`src/iobr_pkg.sv`:
```
// constants and types shared by the bus, refresh and standby control
package iobr_pkg;
    localparam int WAIT_W = 3;
    localparam int RATIO_W = 3;
    localparam logic [WAIT_W-1:0] WAIT_MAX = 3'h7;
    localparam logic [RATIO_W-1:0] IO_DIV_MAX = 3'h7;
    localparam logic [1:0] SRC_DIRECT = 2'h0;
    localparam logic [1:0] SRC_HALF = 2'h1;
    localparam logic [1:0] SRC_DOUBLE = 2'h2;
    localparam logic [1:0] BUS_DIV_DIRECT = 2'h1;
    localparam logic [1:0] BUS_DIV_HALF = 2'h3;
    localparam int SYNC_W = 6;
    localparam int WARM_SEL_W = 2;
    localparam int WARM_BASE_CYCLES = 8192;
    typedef enum logic [2:0] {
        IO_IDLE, IO_T1, IO_EARLY, IO_WAIT, IO_T3
    } iobr_io_type;
    typedef enum logic [1:0] {
        CYC_READ, CYC_WRITE, CYC_INTACK, CYC_BEAT
    } iobr_cyc_type;
    typedef enum logic [1:0] {
        RF_IDLE, RF_T1, RF_T2, RF_T3
    } iobr_rf_type;
    typedef enum logic [1:0] {
        PW_RUN, PW_SLEEP, PW_STANDBY, PW_WARM
    } iobr_pw_type;
endpackage : iobr_pkg

```
`src/iobr_ctrl.sv`:
```
// clock dividers, i/o strobes, dram refresh and standby control
// Operation
// - io clock is bus clock divided by one up to eight
// - bus clock is input clock direct, halved or doubled
// - a control input silences the clock output pin
// - zero to seven waits in i/o reads, writes and late intack
// - separate zero to seven waits in early intack portion
// - four i/o strobes: fetch, request, read and write
// - heartbeat cycle mimics a legacy instruction fetch
// - refresh requests issued periodically at programmed interval
// - bursts start only while enabled, programmed burst per request
// - refresh transaction asserts column before row strobe
// - byte enables and chip selects active during refresh
// - separate wait counts in refresh states one, two, three
// - missed count up per request, down per finished burst
// - no new burst while bus lent; missed ones done afterwards
// - standby sleep stops all clocks but enabled timer zero
// - standby entry drives standby and halt indicators low
// - in standby bus controls inactive, address lines high
// - exit on reset, nmi, enabled irq, or optional bus request
// - plain sleep gates internal clocks; only standby pin low
// - warm-up counter runs before clocking resumes
`timescale 1ns/1ps
module iobr_ctrl #(
    parameter int REF_W = 8,
    parameter int BURST_W = 4,
    parameter int MISS_W = 8,
    parameter int WARM_CYCLES = iobr_pkg::WARM_BASE_CYCLES
) (
    input  wire logic                          I_MCLK,
    input  wire logic                          I_RSTN,
    input  wire logic [1:0]                    I_CLK_SRC,
    input  wire logic                          I_CLKOUT_DIS,
    input  wire logic [iobr_pkg::RATIO_W-1:0]  I_IO_DIV,
    input  wire logic [iobr_pkg::WAIT_W-1:0]   I_IO_WAITS,
    input  wire logic [iobr_pkg::WAIT_W-1:0]   I_ACK_WAITS,
    input  wire logic                          I_IO_RD_REQ,
    input  wire logic                          I_IO_WR_REQ,
    input  wire logic                          I_INTACK_REQ,
    input  wire logic                          I_BEAT_REQ,
    input  wire logic [REF_W-1:0]              I_REF_INTERVAL,
    input  wire logic                          I_REF_EN,
    input  wire logic [BURST_W-1:0]            I_REF_BURST,
    input  wire logic [iobr_pkg::WAIT_W-1:0]   I_REF_T1_WAITS,
    input  wire logic [iobr_pkg::WAIT_W-1:0]   I_REF_T2_WAITS,
    input  wire logic [iobr_pkg::WAIT_W-1:0]   I_REF_T3_WAITS,
    input  wire logic                          I_SLEEP,
    input  wire logic                          I_STBY_EN,
    input  wire logic                          I_BUS_REQUEST_INPUT_EXIT_EN,
    input  wire logic [iobr_pkg::WARM_SEL_W-1:0] I_WARM_SEL,
    input  wire logic                          I_TMR0_EN,
    input  wire logic [3:0]                    I_IRQ_EN,
    input  wire logic                          I_BUS_REQ_N,
    input  wire logic                          I_NMI_N,
    input  wire logic [3:0]                    I_IRQ_N,
    output logic                               O_BUS_CLOCK,
    output logic                               O_CLOCK_OUT,
    output logic                               O_IO_CLOCK,
    output logic                               O_TMR0_TICK,
    output logic                               O_FETCH_N,
    output logic                               O_IO_REQUEST_STROBE_N,
    output logic                               O_IO_READ_STROBE_N,
    output logic                               O_IO_WRITE_STROBE_N,
    output logic                               O_IO_BUSY,
    output logic                               O_IO_DONE,
    output logic                               O_REF_ROW_N,
    output logic                               O_REF_AUX_N,
    output logic                               O_REF_COL_N,
    output logic                               O_UBE_N,
    output logic                               O_LBE_N,
    output logic                               O_REF_CS_N,
    output logic [MISS_W-1:0]                  O_MISSED,
    output logic                               O_STBY_N,
    output logic                               O_HALT_N,
    output logic                               O_ADDR_HIGH
);
    import iobr_pkg::*;

    // pins cross in through two flops; stage one feeds only stage two
    logic [SYNC_W-1:0] sync_a;
    logic [SYNC_W-1:0] sync_b;
    always_ff @(posedge I_MCLK or negedge I_RSTN) begin
        if (!I_RSTN) begin
            sync_a <= '1;
            sync_b <= '1;
        end else begin
            sync_a <= {I_BUS_REQ_N, I_NMI_N, I_IRQ_N};
            sync_b <= sync_a;
        end
    end
    logic bus_request_input;
    logic nmi_evt;
    logic irq_evt;
    assign bus_request_input = !sync_b[5];
    assign nmi_evt = !sync_b[4];
    assign irq_evt = |(~sync_b[3:0] & I_IRQ_EN);

    // power state and warm-up
    iobr_pw_type pw, next_pw;
    logic [31:0] warm, next_warm;
    logic exit_evt;
    assign exit_evt = nmi_evt || irq_evt || (bus_request_input && I_BUS_REQUEST_INPUT_EXIT_EN);
    always_comb begin
        next_pw = pw;
        next_warm = warm;
        unique case (pw)
            PW_RUN: begin
                if (I_SLEEP) begin
                    next_pw = I_STBY_EN ? PW_STANDBY : PW_SLEEP;
                end
            end
            PW_SLEEP: begin
                if (exit_evt) begin
                    next_pw = PW_RUN;
                end
            end
            PW_STANDBY: begin
                if (exit_evt) begin
                    next_pw = PW_WARM;
                    next_warm = 32'(WARM_CYCLES) << I_WARM_SEL;
                end
            end
            PW_WARM: begin
                next_warm = warm - 32'h1;
                if (warm <= 32'h1) begin
                    next_pw = PW_RUN;
                end
            end
        endcase
    end
    always_ff @(posedge I_MCLK or negedge I_RSTN) begin
        if (!I_RSTN) begin
            pw <= PW_RUN;
            warm <= '0;
        end else begin
            pw <= next_pw;
            warm <= next_warm;
        end
    end
    logic osc_on;
    logic run;
    assign osc_on = (pw == PW_RUN) || (pw == PW_SLEEP);
    assign run = (pw == PW_RUN);

    // bus clock tick from the input clock; ticks vanish in standby
    logic [1:0] bdiv, next_bdiv;
    logic bus_tick;
    logic div_run;
    logic [1:0] bdiv_top;
    assign bdiv_top = (I_CLK_SRC == SRC_HALF) ? BUS_DIV_HALF :
                      (I_CLK_SRC == SRC_DOUBLE) ? 2'h0 : BUS_DIV_DIRECT;
    assign bus_tick = osc_on && (bdiv >= bdiv_top);
    // divider keeps counting in standby only to feed timer zero
    assign div_run = osc_on || (I_TMR0_EN && pw == PW_STANDBY);
    logic [RATIO_W-1:0] idiv, next_idiv;
    logic io_tick;
    assign io_tick = bus_tick && (idiv >= I_IO_DIV);
    logic bclk, next_bclk;
    logic iclk, next_iclk;
    always_comb begin
        next_bdiv = (div_run && bdiv >= bdiv_top) ? 2'h0
                    : (div_run ? bdiv + 2'h1 : bdiv);
        next_idiv = idiv;
        if (bus_tick) begin
            next_idiv = io_tick ? '0 : idiv + 3'h1;
        end
        next_bclk = bus_tick ? !bclk : bclk;
        next_iclk = io_tick ? !iclk : iclk;
    end
    always_ff @(posedge I_MCLK or negedge I_RSTN) begin
        if (!I_RSTN) begin
            bdiv <= '0;
            idiv <= '0;
            bclk <= 1'b0;
            iclk <= 1'b0;
        end else begin
            bdiv <= next_bdiv;
            idiv <= next_idiv;
            bclk <= next_bclk;
            iclk <= next_iclk;
        end
    end
    assign O_BUS_CLOCK = bclk;
    assign O_IO_CLOCK = iclk;
    assign O_CLOCK_OUT = bclk && !I_CLKOUT_DIS;
    // timer zero keeps its tick in every sleep state when enabled
    assign O_TMR0_TICK = I_TMR0_EN && div_run
                         && (bdiv >= bdiv_top);

    // i/o bus cycle engine, stepped on io clock ticks
    iobr_io_type io, next_io;
    iobr_cyc_type cyc, next_cyc;
    logic [WAIT_W-1:0] iow, next_iow;
    logic io_done, next_io_done;
    logic io_step;
    assign io_step = run && io_tick;
    always_comb begin
        next_io = io;
        next_cyc = cyc;
        next_iow = iow;
        next_io_done = 1'b0;
        if (io_step) begin
            unique case (io)
                IO_IDLE: begin
                    next_iow = '0;
                    if (I_INTACK_REQ) begin
                        next_cyc = CYC_INTACK;
                        next_io = IO_T1;
                    end else if (I_IO_RD_REQ) begin
                        next_cyc = CYC_READ;
                        next_io = IO_T1;
                    end else if (I_IO_WR_REQ) begin
                        next_cyc = CYC_WRITE;
                        next_io = IO_T1;
                    end else if (I_BEAT_REQ) begin
                        next_cyc = CYC_BEAT;
                        next_io = IO_T1;
                    end
                end
                IO_T1: begin
                    if (cyc == CYC_INTACK) begin
                        next_io = IO_EARLY;
                    end else if (cyc == CYC_BEAT) begin
                        next_io = IO_T3;
                    end else begin
                        next_io = IO_WAIT;
                    end
                end
                IO_EARLY: begin
                    if (iow >= I_ACK_WAITS) begin
                        next_iow = '0;
                        next_io = IO_WAIT;
                    end else begin
                        next_iow = iow + 3'h1;
                    end
                end
                IO_WAIT: begin
                    if (iow >= I_IO_WAITS) begin
                        next_io = IO_T3;
                    end else begin
                        next_iow = iow + 3'h1;
                    end
                end
                IO_T3: begin
                    next_io = IO_IDLE;
                    next_io_done = 1'b1;
                end
            endcase
        end
    end
    always_ff @(posedge I_MCLK or negedge I_RSTN) begin
        if (!I_RSTN) begin
            io <= IO_IDLE;
            cyc <= CYC_READ;
            iow <= '0;
            io_done <= 1'b0;
        end else begin
            io <= next_io;
            cyc <= next_cyc;
            iow <= next_iow;
            io_done <= next_io_done;
        end
    end
    logic io_act;
    logic data_ph;
    // strobes stay quiet through warm-up as well
    assign io_act = (io != IO_IDLE) && O_HALT_N;
    assign data_ph = io_act && (io != IO_T1) && (io != IO_EARLY);
    // fetch mimic: fetch strobe spans the cycle, request in late part
    assign O_FETCH_N = !(io_act && (cyc == CYC_INTACK
                         || cyc == CYC_BEAT));
    assign O_IO_REQUEST_STROBE_N = !(io_act && (cyc != CYC_BEAT || io == IO_T3));
    assign O_IO_READ_STROBE_N = !(data_ph && (cyc == CYC_READ
                        || cyc == CYC_INTACK));
    assign O_IO_WRITE_STROBE_N = !(data_ph && cyc == CYC_WRITE);
    assign O_IO_BUSY = io != IO_IDLE;
    assign O_IO_DONE = io_done;

    // refresh interval, missed count and burst engine
    logic [REF_W-1:0] ivl, next_ivl;
    logic ref_req;
    assign ref_req = run && bus_tick && I_REF_EN && (ivl == '0);
    iobr_rf_type rf, next_rf;
    logic [WAIT_W-1:0] rfw, next_rfw;
    logic [BURST_W-1:0] nb, next_nb;
    logic [MISS_W-1:0] miss, next_miss;
    logic burst_end;
    logic rf_step;
    logic rfw_ok;
    assign rf_step = run && bus_tick;
    always_comb begin
        unique case (rf)
            RF_T1: rfw_ok = rfw >= I_REF_T1_WAITS;
            RF_T2: rfw_ok = rfw >= I_REF_T2_WAITS;
            RF_T3: rfw_ok = rfw >= I_REF_T3_WAITS;
            default: rfw_ok = 1'b1;
        endcase
    end
    always_comb begin
        next_ivl = ivl;
        next_rf = rf;
        next_rfw = rfw;
        next_nb = nb;
        burst_end = 1'b0;
        if (!I_REF_EN) begin
            next_ivl = I_REF_INTERVAL;
        end else if (rf_step) begin
            next_ivl = (ivl == '0) ? I_REF_INTERVAL : ivl - 1'b1;
        end
        if (rf_step) begin
            unique case (rf)
                RF_IDLE: begin
                    next_rfw = '0;
                    next_nb = '0;
                    // held off while the bus is lent out
                    if (I_REF_EN && !bus_request_input && miss != '0) begin
                        next_rf = RF_T1;
                    end
                end
                RF_T1, RF_T2: begin
                    next_rfw = rfw + 3'h1;
                    if (rfw_ok) begin
                        next_rfw = '0;
                        next_rf = (rf == RF_T1) ? RF_T2 : RF_T3;
                    end
                end
                RF_T3: begin
                    next_rfw = rfw + 3'h1;
                    if (rfw_ok) begin
                        next_rfw = '0;
                        // burst stays whole even if the bus is requested
                        if (nb + 1'b1 >= I_REF_BURST) begin
                            next_rf = RF_IDLE;
                            burst_end = 1'b1;
                        end else begin
                            next_nb = nb + 1'b1;
                            next_rf = RF_T1;
                        end
                    end
                end
            endcase
        end
        // request and completion together leave the count unchanged
        next_miss = miss;
        if (ref_req && !burst_end && miss != '1) begin
            next_miss = miss + 1'b1;
        end else if (burst_end && !ref_req) begin
            next_miss = miss - 1'b1;
        end
    end
    always_ff @(posedge I_MCLK or negedge I_RSTN) begin
        if (!I_RSTN) begin
            ivl <= '0;
            rf <= RF_IDLE;
            rfw <= '0;
            nb <= '0;
            miss <= '0;
        end else begin
            ivl <= next_ivl;
            rf <= next_rf;
            rfw <= next_rfw;
            nb <= next_nb;
            miss <= next_miss;
        end
    end
    logic rf_act;
    assign rf_act = (rf != RF_IDLE) && O_HALT_N;
    assign O_REF_COL_N = !(rf_act && rf != RF_T3);
    assign O_REF_AUX_N = !(rf_act && rf != RF_T3);
    assign O_REF_ROW_N = !(rf_act && rf == RF_T2);
    assign O_UBE_N = !rf_act;
    assign O_LBE_N = !rf_act;
    assign O_REF_CS_N = !rf_act;
    assign O_MISSED = miss;

    assign O_STBY_N = run;
    assign O_HALT_N = !(pw == PW_STANDBY || pw == PW_WARM);
    assign O_ADDR_HIGH = (pw == PW_STANDBY);
endmodule : iobr_ctrl

```
`config.mk`:
```
export PLATFORM = sky130hd
export DESIGN_NAME = iobr_ctrl
export DESIGN_NICKNAME = d
export VERILOG_FILES = /design/src/iobr_pkg.sv /design/src/iobr_ctrl.sv
export SDC_FILE = /design/constraint.sdc
export NUM_CORES = 1
export LEC_CHECK = 0
export ABC_AREA = 1
export BUFFER_PORTS_ARGS = -buffer_cell sky130_fd_sc_hd__buf_4
export CAP_MARGIN = 20
export CORE_MARGIN = 2
export CORE_UTILIZATION = 60
export CTS_BUF_LIST = sky130_fd_sc_hd__clkbuf_2 sky130_fd_sc_hd__clkbuf_4 sky130_fd_sc_hd__clkbuf_8
export CTS_CLUSTER_SIZE = 24
export DETAILED_ROUTE_END_ITERATION = 10
export PLACE_DENSITY = 0.83
export SLEW_MARGIN = 0
export SYNTH_ARGS = -nofsm -noshare
export SYNTH_HDL_FRONTEND = slang
export SYNTH_SLANG_ARGS = --single-unit
```
`constraint.sdc`:
```
create_clock -name I_MCLK -period 3.65 [get_ports I_MCLK]
set_input_delay 0.1825 -clock I_MCLK [delete_from_list [all_inputs] [get_ports I_MCLK]]
set_output_delay 0.1825 -clock I_MCLK [all_outputs]
set_load 0.1 [all_outputs]
```
# Word level (Yosys, flattened, before mapping)
# Index checks and enable logic that the tools add are counted.
[classes]
add_sub_neg = 9
order_cmp = 9
eq_ne = 33
n_shift = 1
n_mux = 52
n_bitwise = 2
reduce_logical = 74
[ops]
columns = ["operator", "count"]
rows = [
  ["32-bit one-hot mux with 2 select lines", 1],
  ["8-bit 2-to-1 mux", 5],
  ["3-bit 2-to-1 mux", 12],
  ["32-bit by 1-bit <= comparator with 1-bit output (second input constant)", 1],
  ["32-bit 2-to-1 mux", 1],
  ["14-bit by 2-bit << shifter with 32-bit output (first input constant)", 1],
  ["32-bit by 1-bit subtractor with 32-bit output (second input constant)", 1],
  ["2-bit 2-to-1 mux", 15],
  ["1-bit logical AND", 27],
  ["2-bit != test (second input constant)", 12],
  ["3-bit greater-or-equal comparator", 6],
  ["4-bit AND reduction", 4],
  ["8-bit by 1-bit subtractor with 8-bit output (second input constant)", 2],
  ["1-bit zero test", 15],
  ["3-bit one-hot mux with 5 select lines", 1],
  ["2-bit == test (second input constant)", 7],
  ["2-bit nonzero test", 5],
  ["3-bit by 1-bit adder with 3-bit output (second input constant)", 3],
  ["1-bit 2-to-1 mux", 9],
  ["3-bit one-hot mux with 3 select lines", 1],
  ["8-bit by 1-bit adder with 8-bit output (second input constant)", 1],
  ["2-bit by 1-bit == test with 1-bit output (second input constant)", 4],
  ["8-bit zero test", 1],
  ["1-bit logical OR", 8],
  ["other kinds (30)", 37],
]
[totals]
regBits = 87
output_inout_bits = 27
wordCells = 197

# Depth between registers and ports, before layout
[depth]
depth_word = 12
ltp_mapped = 20
ltp_nobuf = 20

# Least setup slack after synthesis
# Ideal clock, no wire load.
[synth_path]
kind = "register to register"
start = "register pw[1]"
end = "register warm[9]"
setup_ns = 0.128
arrival_time_ns = 2.852
required_time_ns = 3.522
slack_ns = 0.670
stages_incl_launch_ff = 7
path_buffers = 1
period_less_slack_ns = 2.980
cell_sequence = "dfrtp_1 inv_2 nor2_1 nand2_2 buf_2 a21oi_1 a21oi_1"
[synth_via]
elab_chain_len = 3
elab_cells_between_ends = 6
[synth_lines]
columns = ["item", "line", "text"]
rows = [
  ["from (decl)", "iobr_ctrl.sv:99", "iobr_pw_type pw, next_pw;"],
  ["from (signal assigned)", "iobr_ctrl.sv:136", "pw <= next_pw;"],
  ["2-bit == test (*)", "-", ""],
  ["named net O_ADDR_HIGH", "iobr_ctrl.sv:75", "output logic O_ADDR_HIGH"],
  ["2-bit by 1-bit != test with 1-bit output (no line) / 2-bit nonzero test (equally long branches)", "-", ""],
  ["2-bit AND reduction (no line)", "-", ""],
  ["to (signal assigned)", "iobr_ctrl.sv:137", "warm <= next_warm;"],
  ["to (decl)", "iobr_ctrl.sv:100", "logic [31:0] warm, next_warm;"],
]
# Mark *: on every way through the listed nets, which the timed path passes. The rest lies on a longest branch.
# A chain may end at the register's enable or synchronous reset.

# Final worst setup path
[layout_path]
start = "register nb[0]"
end = "register miss[6] (netlist: O_MISSED[6])"
[layout_via]
elab_chain_len = 10
elab_cells_between_ends = 12
[layout_lines]
columns = ["item", "line", "text"]
rows = [
  ["from (decl)", "iobr_ctrl.sv:285", "logic [BURST_W-1:0] nb, next_nb;"],
  ["from (signal assigned)", "iobr_ctrl.sv:362", "nb <= next_nb;"],
  ["4-bit by 1-bit adder with 4-bit output (*)", "iobr_ctrl.sv:332", "if (nb + 1'b1 >= I_REF_BURST) begin"],
  ["4-bit greater-or-equal comparator (*)", "iobr_ctrl.sv:332", ""],
  ["1-bit 2-to-1 mux (*)", "iobr_ctrl.sv:332", ""],
  ["1-bit 2-to-1 mux (*)", "iobr_ctrl.sv:329", "if (rfw_ok) begin"],
  ["1-bit 2-to-1 mux (*)", "iobr_ctrl.sv:311", "unique case (rf)"],
  ["1-bit 2-to-1 mux (*)", "iobr_ctrl.sv:310", "if (rf_step) begin"],
  ["1-bit zero test", "iobr_ctrl.sv:345", "if (ref_req && !burst_end && miss != '1) begin"],
  ["1-bit logical AND (2 in a row)", "iobr_ctrl.sv:345", ""],
  ["8-bit 2-to-1 mux / 2-bit nonzero test (equally long branches)", "-", ""],
  ["to (signal assigned)", "iobr_ctrl.sv:363", "miss <= next_miss;"],
  ["to (decl)", "iobr_ctrl.sv:286", "logic [MISS_W-1:0] miss, next_miss;"],
]
# Every way passes the cells marked *; elsewhere a longest branch is shown, timed or not.

==> run metrics <==
post-synthesis sequential area ratio=0.388; via/cell ratio=5.54; commonest cells in the synthesized netlist=nand2_1 (178), inv_1 (114), nor2_1 (85); worst min path class=input port to flop; port buffer count=between 80 and 90; Synth top area share=0.332; setup TNS=0 ns; final instance area=0.00661 mm^2; maximum clock rate=309 MHz; root buffer cell=clkbuf_8; antenna-violating nets left=0; Avg Cell Area, Syn=approximately 7.5 um^2; EDFF count, synth=0; Initial Utilization=0.614; vias in the first global route=approximately 5100; Final Cycle Share=0.886; Worst-path clk slew=around 0.090 ns; Slew Limit Headroom=0.414; setup bufs post-CTS=0; Layout area overhead=17.0%; global-route wire length before repair=approximately 23000 um; slowest CP cell=ha_1; crit-path max FO=9; Mapped Cells=758; pwr dens=884 mW/mm^2; clock sinks=just under 90; setup slack, reg-to-reg=0.42 ns; max incr delay on CP=0.46 ns; clock tree buffer depth=2; # diodes=0; # Max-Cap Violations=0; final net count=946; Hold Vio Cnt, Final=0; Worst Path Buf+Inv=1; WP data arrival=3.50 ns; total number of vias=roughly 5300; Routed WL=13400 um; biggest area consumer among synthesized cells=dfrtp_1; GRT overflow=0; count leader, synth=nand2_1; dominant synthesized flop cell=dfrtp_1; DR iter-0 viols=394; Post-synth ARST share=1.00; RSZ-0062 raised after global routing=no; initial antenna violation count=0; Avg WL per Cell=13.9 um; Unique masters post-synth=42; CTS tree=done; die height=101 um; max-slew violation count=0; largest delay contributor family on the critical path=simple AND/OR/NAND/NOR gates; layout cell share with drive strength beyond 1=0.157; final setup fails=0; Area contributors post-synth=dfrtp_1 (33%), nand2_1 (12%), ha_1 (9.5%), inv_1 (7.6%), nor2_1 (5.6%); critical path required time=a little under 4 ns; Least-Margin Pin Slew=0.876 ns; total track usage=0.275; Rows=35; Clock Latency Late Sink=0.37 ns; gp weighted congestion=0.903; Ys Warns=0; detailed placer's ending HPWL=10200 um; VDD IR-drop max=0.626 mV; status=finished clean; CTS buffer count=9; Crit Path Category=flop to flop; Crit. End Element=flop; I/O pin count=83; CP Launch Type=flop; syn nets=858; die area=0.0102 mm^2; Core ar.=0.00920 mm^2; drt first pass iters=5; area of the mapped netlist=0.00565 mm^2; flops & latches, synth=slightly below 90; clock skew=0.0235 ns; H-tree lvl count=3; P_leak=3.50 nW; # DRC=0; Crit path top cell by count=nand2_1; largest net degree at the start of global routing=52; Die Wd=101 um; CP Cell Sequence=ha_1, xor2_1, ha_1, nand2_1, inv_1, nand2_1, nand2_1, nor2_1, nor2_1, o21ai_0, nand2_1, ha_1, nand2_1, o21ai_1, nand2_1, nand2_1, a21oi_1, xnor2_1, nand2_1, nand2_1; Final min period=~3.2 ns; DP Area=0.00633 mm^2
==> per-stage QoR <==
stage / util / cells / total power [mW] / setup WS (ns) / hold WS (ns)
final: 0.719 / 962 / 5.84 / 0.416 / 0.0822
after global routing: 0.719 / 962 / 6.26 / 0.0795 / 0.111
after CTS: 0.719 / 962 / 5.82 / 0.334 / 0.0668
after detailed placement: 0.689 / 939 / 5.09 / 0.344 / 0.255
after global placement: 0.689 / 939 / 4.95 / 0.596 / 0.249
after floorplan: - / 758 / 4.33 / 0.670 / -0.113
==> placed cells by master, fill, tap and decap left out, types with 5 or more instances in the layout <==
| cell type | Yosys | layout |
|---|---|---|
| buf_4 | 4 | 83 |
| inv_1 | 114 | 114 |
| ha_1 | 43 | 43 |
| clkbuf_8 | 0 | 10 |
| a21oi_1 | 26 | 26 |
| dlygate4sd3_1 | 0 | 7 |
| o21ai_1 | 4 | 5 |
| o211ai_1 | 6 | 6 |
| xnor2_1 | 10 | 10 |
| dfstp_2 | 12 | 12 |
| nor2_1 | 85 | 85 |
| o21ai_0 | 56 | 55 |
| nand2_1 | 178 | 178 |
| xor2_1 | 8 | 8 |
| o22ai_1 | 6 | 6 |
| dfrtp_1 | 75 | 75 |
| nand2_2 | 5 | 5 |
| nor3_1 | 11 | 11 |
| nand4_1 | 15 | 15 |
| nand3_1 | 57 | 57 |
==> sequential cells by signal, indices dropped and copies added, names as in the netlist, 3 cells and up <==
name      cells
nb            4
io            3
sync_b        6
rfw           3
ivl           8
warm         32
sync_a        6
O_MISSED      8
iow           3
idiv          3
==> per-layer routing <==
metal | GRT usage | up-vias | share of wire
met2 | 0.467 | 182 | 0.49
met4 | 0.0904 | 0 | 0.019
met5 | 0 | - | 0
met1 | 0.362 | 2495 | 0.44
met3 | 0.0409 | 25 | 0.056
li1 | - | 2626 | -
==> cells by family after synthesis <==
| group | after synthesis | share of synthesized area |
|---|---|---|
| AOI/OAI and AO/OA | 109 | 0.106 |
| xor gates and xnor gates | 18 | 0.0279 |
| adders and majority gates | 44 | 0.0988 |
| buffers and inverters | 130 | 0.0917 |
| DFF | 87 | 0.388 |
| and+or+nand+nor | 370 | 0.288 |
==> cell type report <==
cell class / count / area, um^2
timing repair buffer: 90 / 693
sequential: 87 / 2190
inverter: 117 / 440
tap: 111 / 139
multi-input combinational: 541 / 2940
clock inverter: 4 / 53.8
fill: 718 / 2590
clock buffer: 12 / 153
==> worst reg2reg max path: stages (launching register included) <==
cell,delay [ns]
dfrtp_1,0.43
ha_1,0.23
xor2_1,0.23
ha_1,0.27
nand2_1,0.09
inv_1,0.05
nand2_1,0.05
nand2_1,0.04
nor2_1,0.14
nor2_1,0.07
o21ai_0,0.07
nand2_1,0.24
ha_1,0.46
nand2_1,0.08
o21ai_1,0.22
nand2_1,0.09
nand2_1,0.06
a21oi_1,0.06
xnor2_1,0.12
nand2_1,0.05
nand2_1,0.05
==> timing repair <==
item | 4_1_cts | 5_1_grt
gates resized for setup | 0 | 1
hold buffers | 7 | 0
hold endpoints to repair | 46 | 0
setup endpoints to repair | 0 | 1
==> path summary, 6_finish.rpt <==
| check | to | startpoint | depth (start not counted) |
|---|---|---|---|
| worst max-delay path | O_MISSED[6]$_DFFE_PN0P_ | nb[0]$_DFFE_PN0P_ | 20 |
| worst min-delay path | cyc[1]$_DFFE_PN0P_ | I_INTACK_REQ | 3 |
| min in group asynchronous | ivl[1]$_DFFE_PN0P_ | I_RSTN | 2 |
| max in group asynchronous | sync_b[3]$_DFF_PN1_ | I_RSTN | 3 |
| worst max register to register | O_MISSED[6]$_DFFE_PN0P_ | nb[0]$_DFFE_PN0P_ | 20 |
| worst min register to register | sync_b[3]$_DFF_PN1_ | sync_a[3]$_DFF_PN1_ | 0 |
==> power by group <==
group          internal [mW]  switching, mW
registers               1.27          0.322
clock network          0.353          0.360
logic                  0.957           2.58
total                   2.58           3.26
No activity file was read; power rests on OpenSTA's default activity.
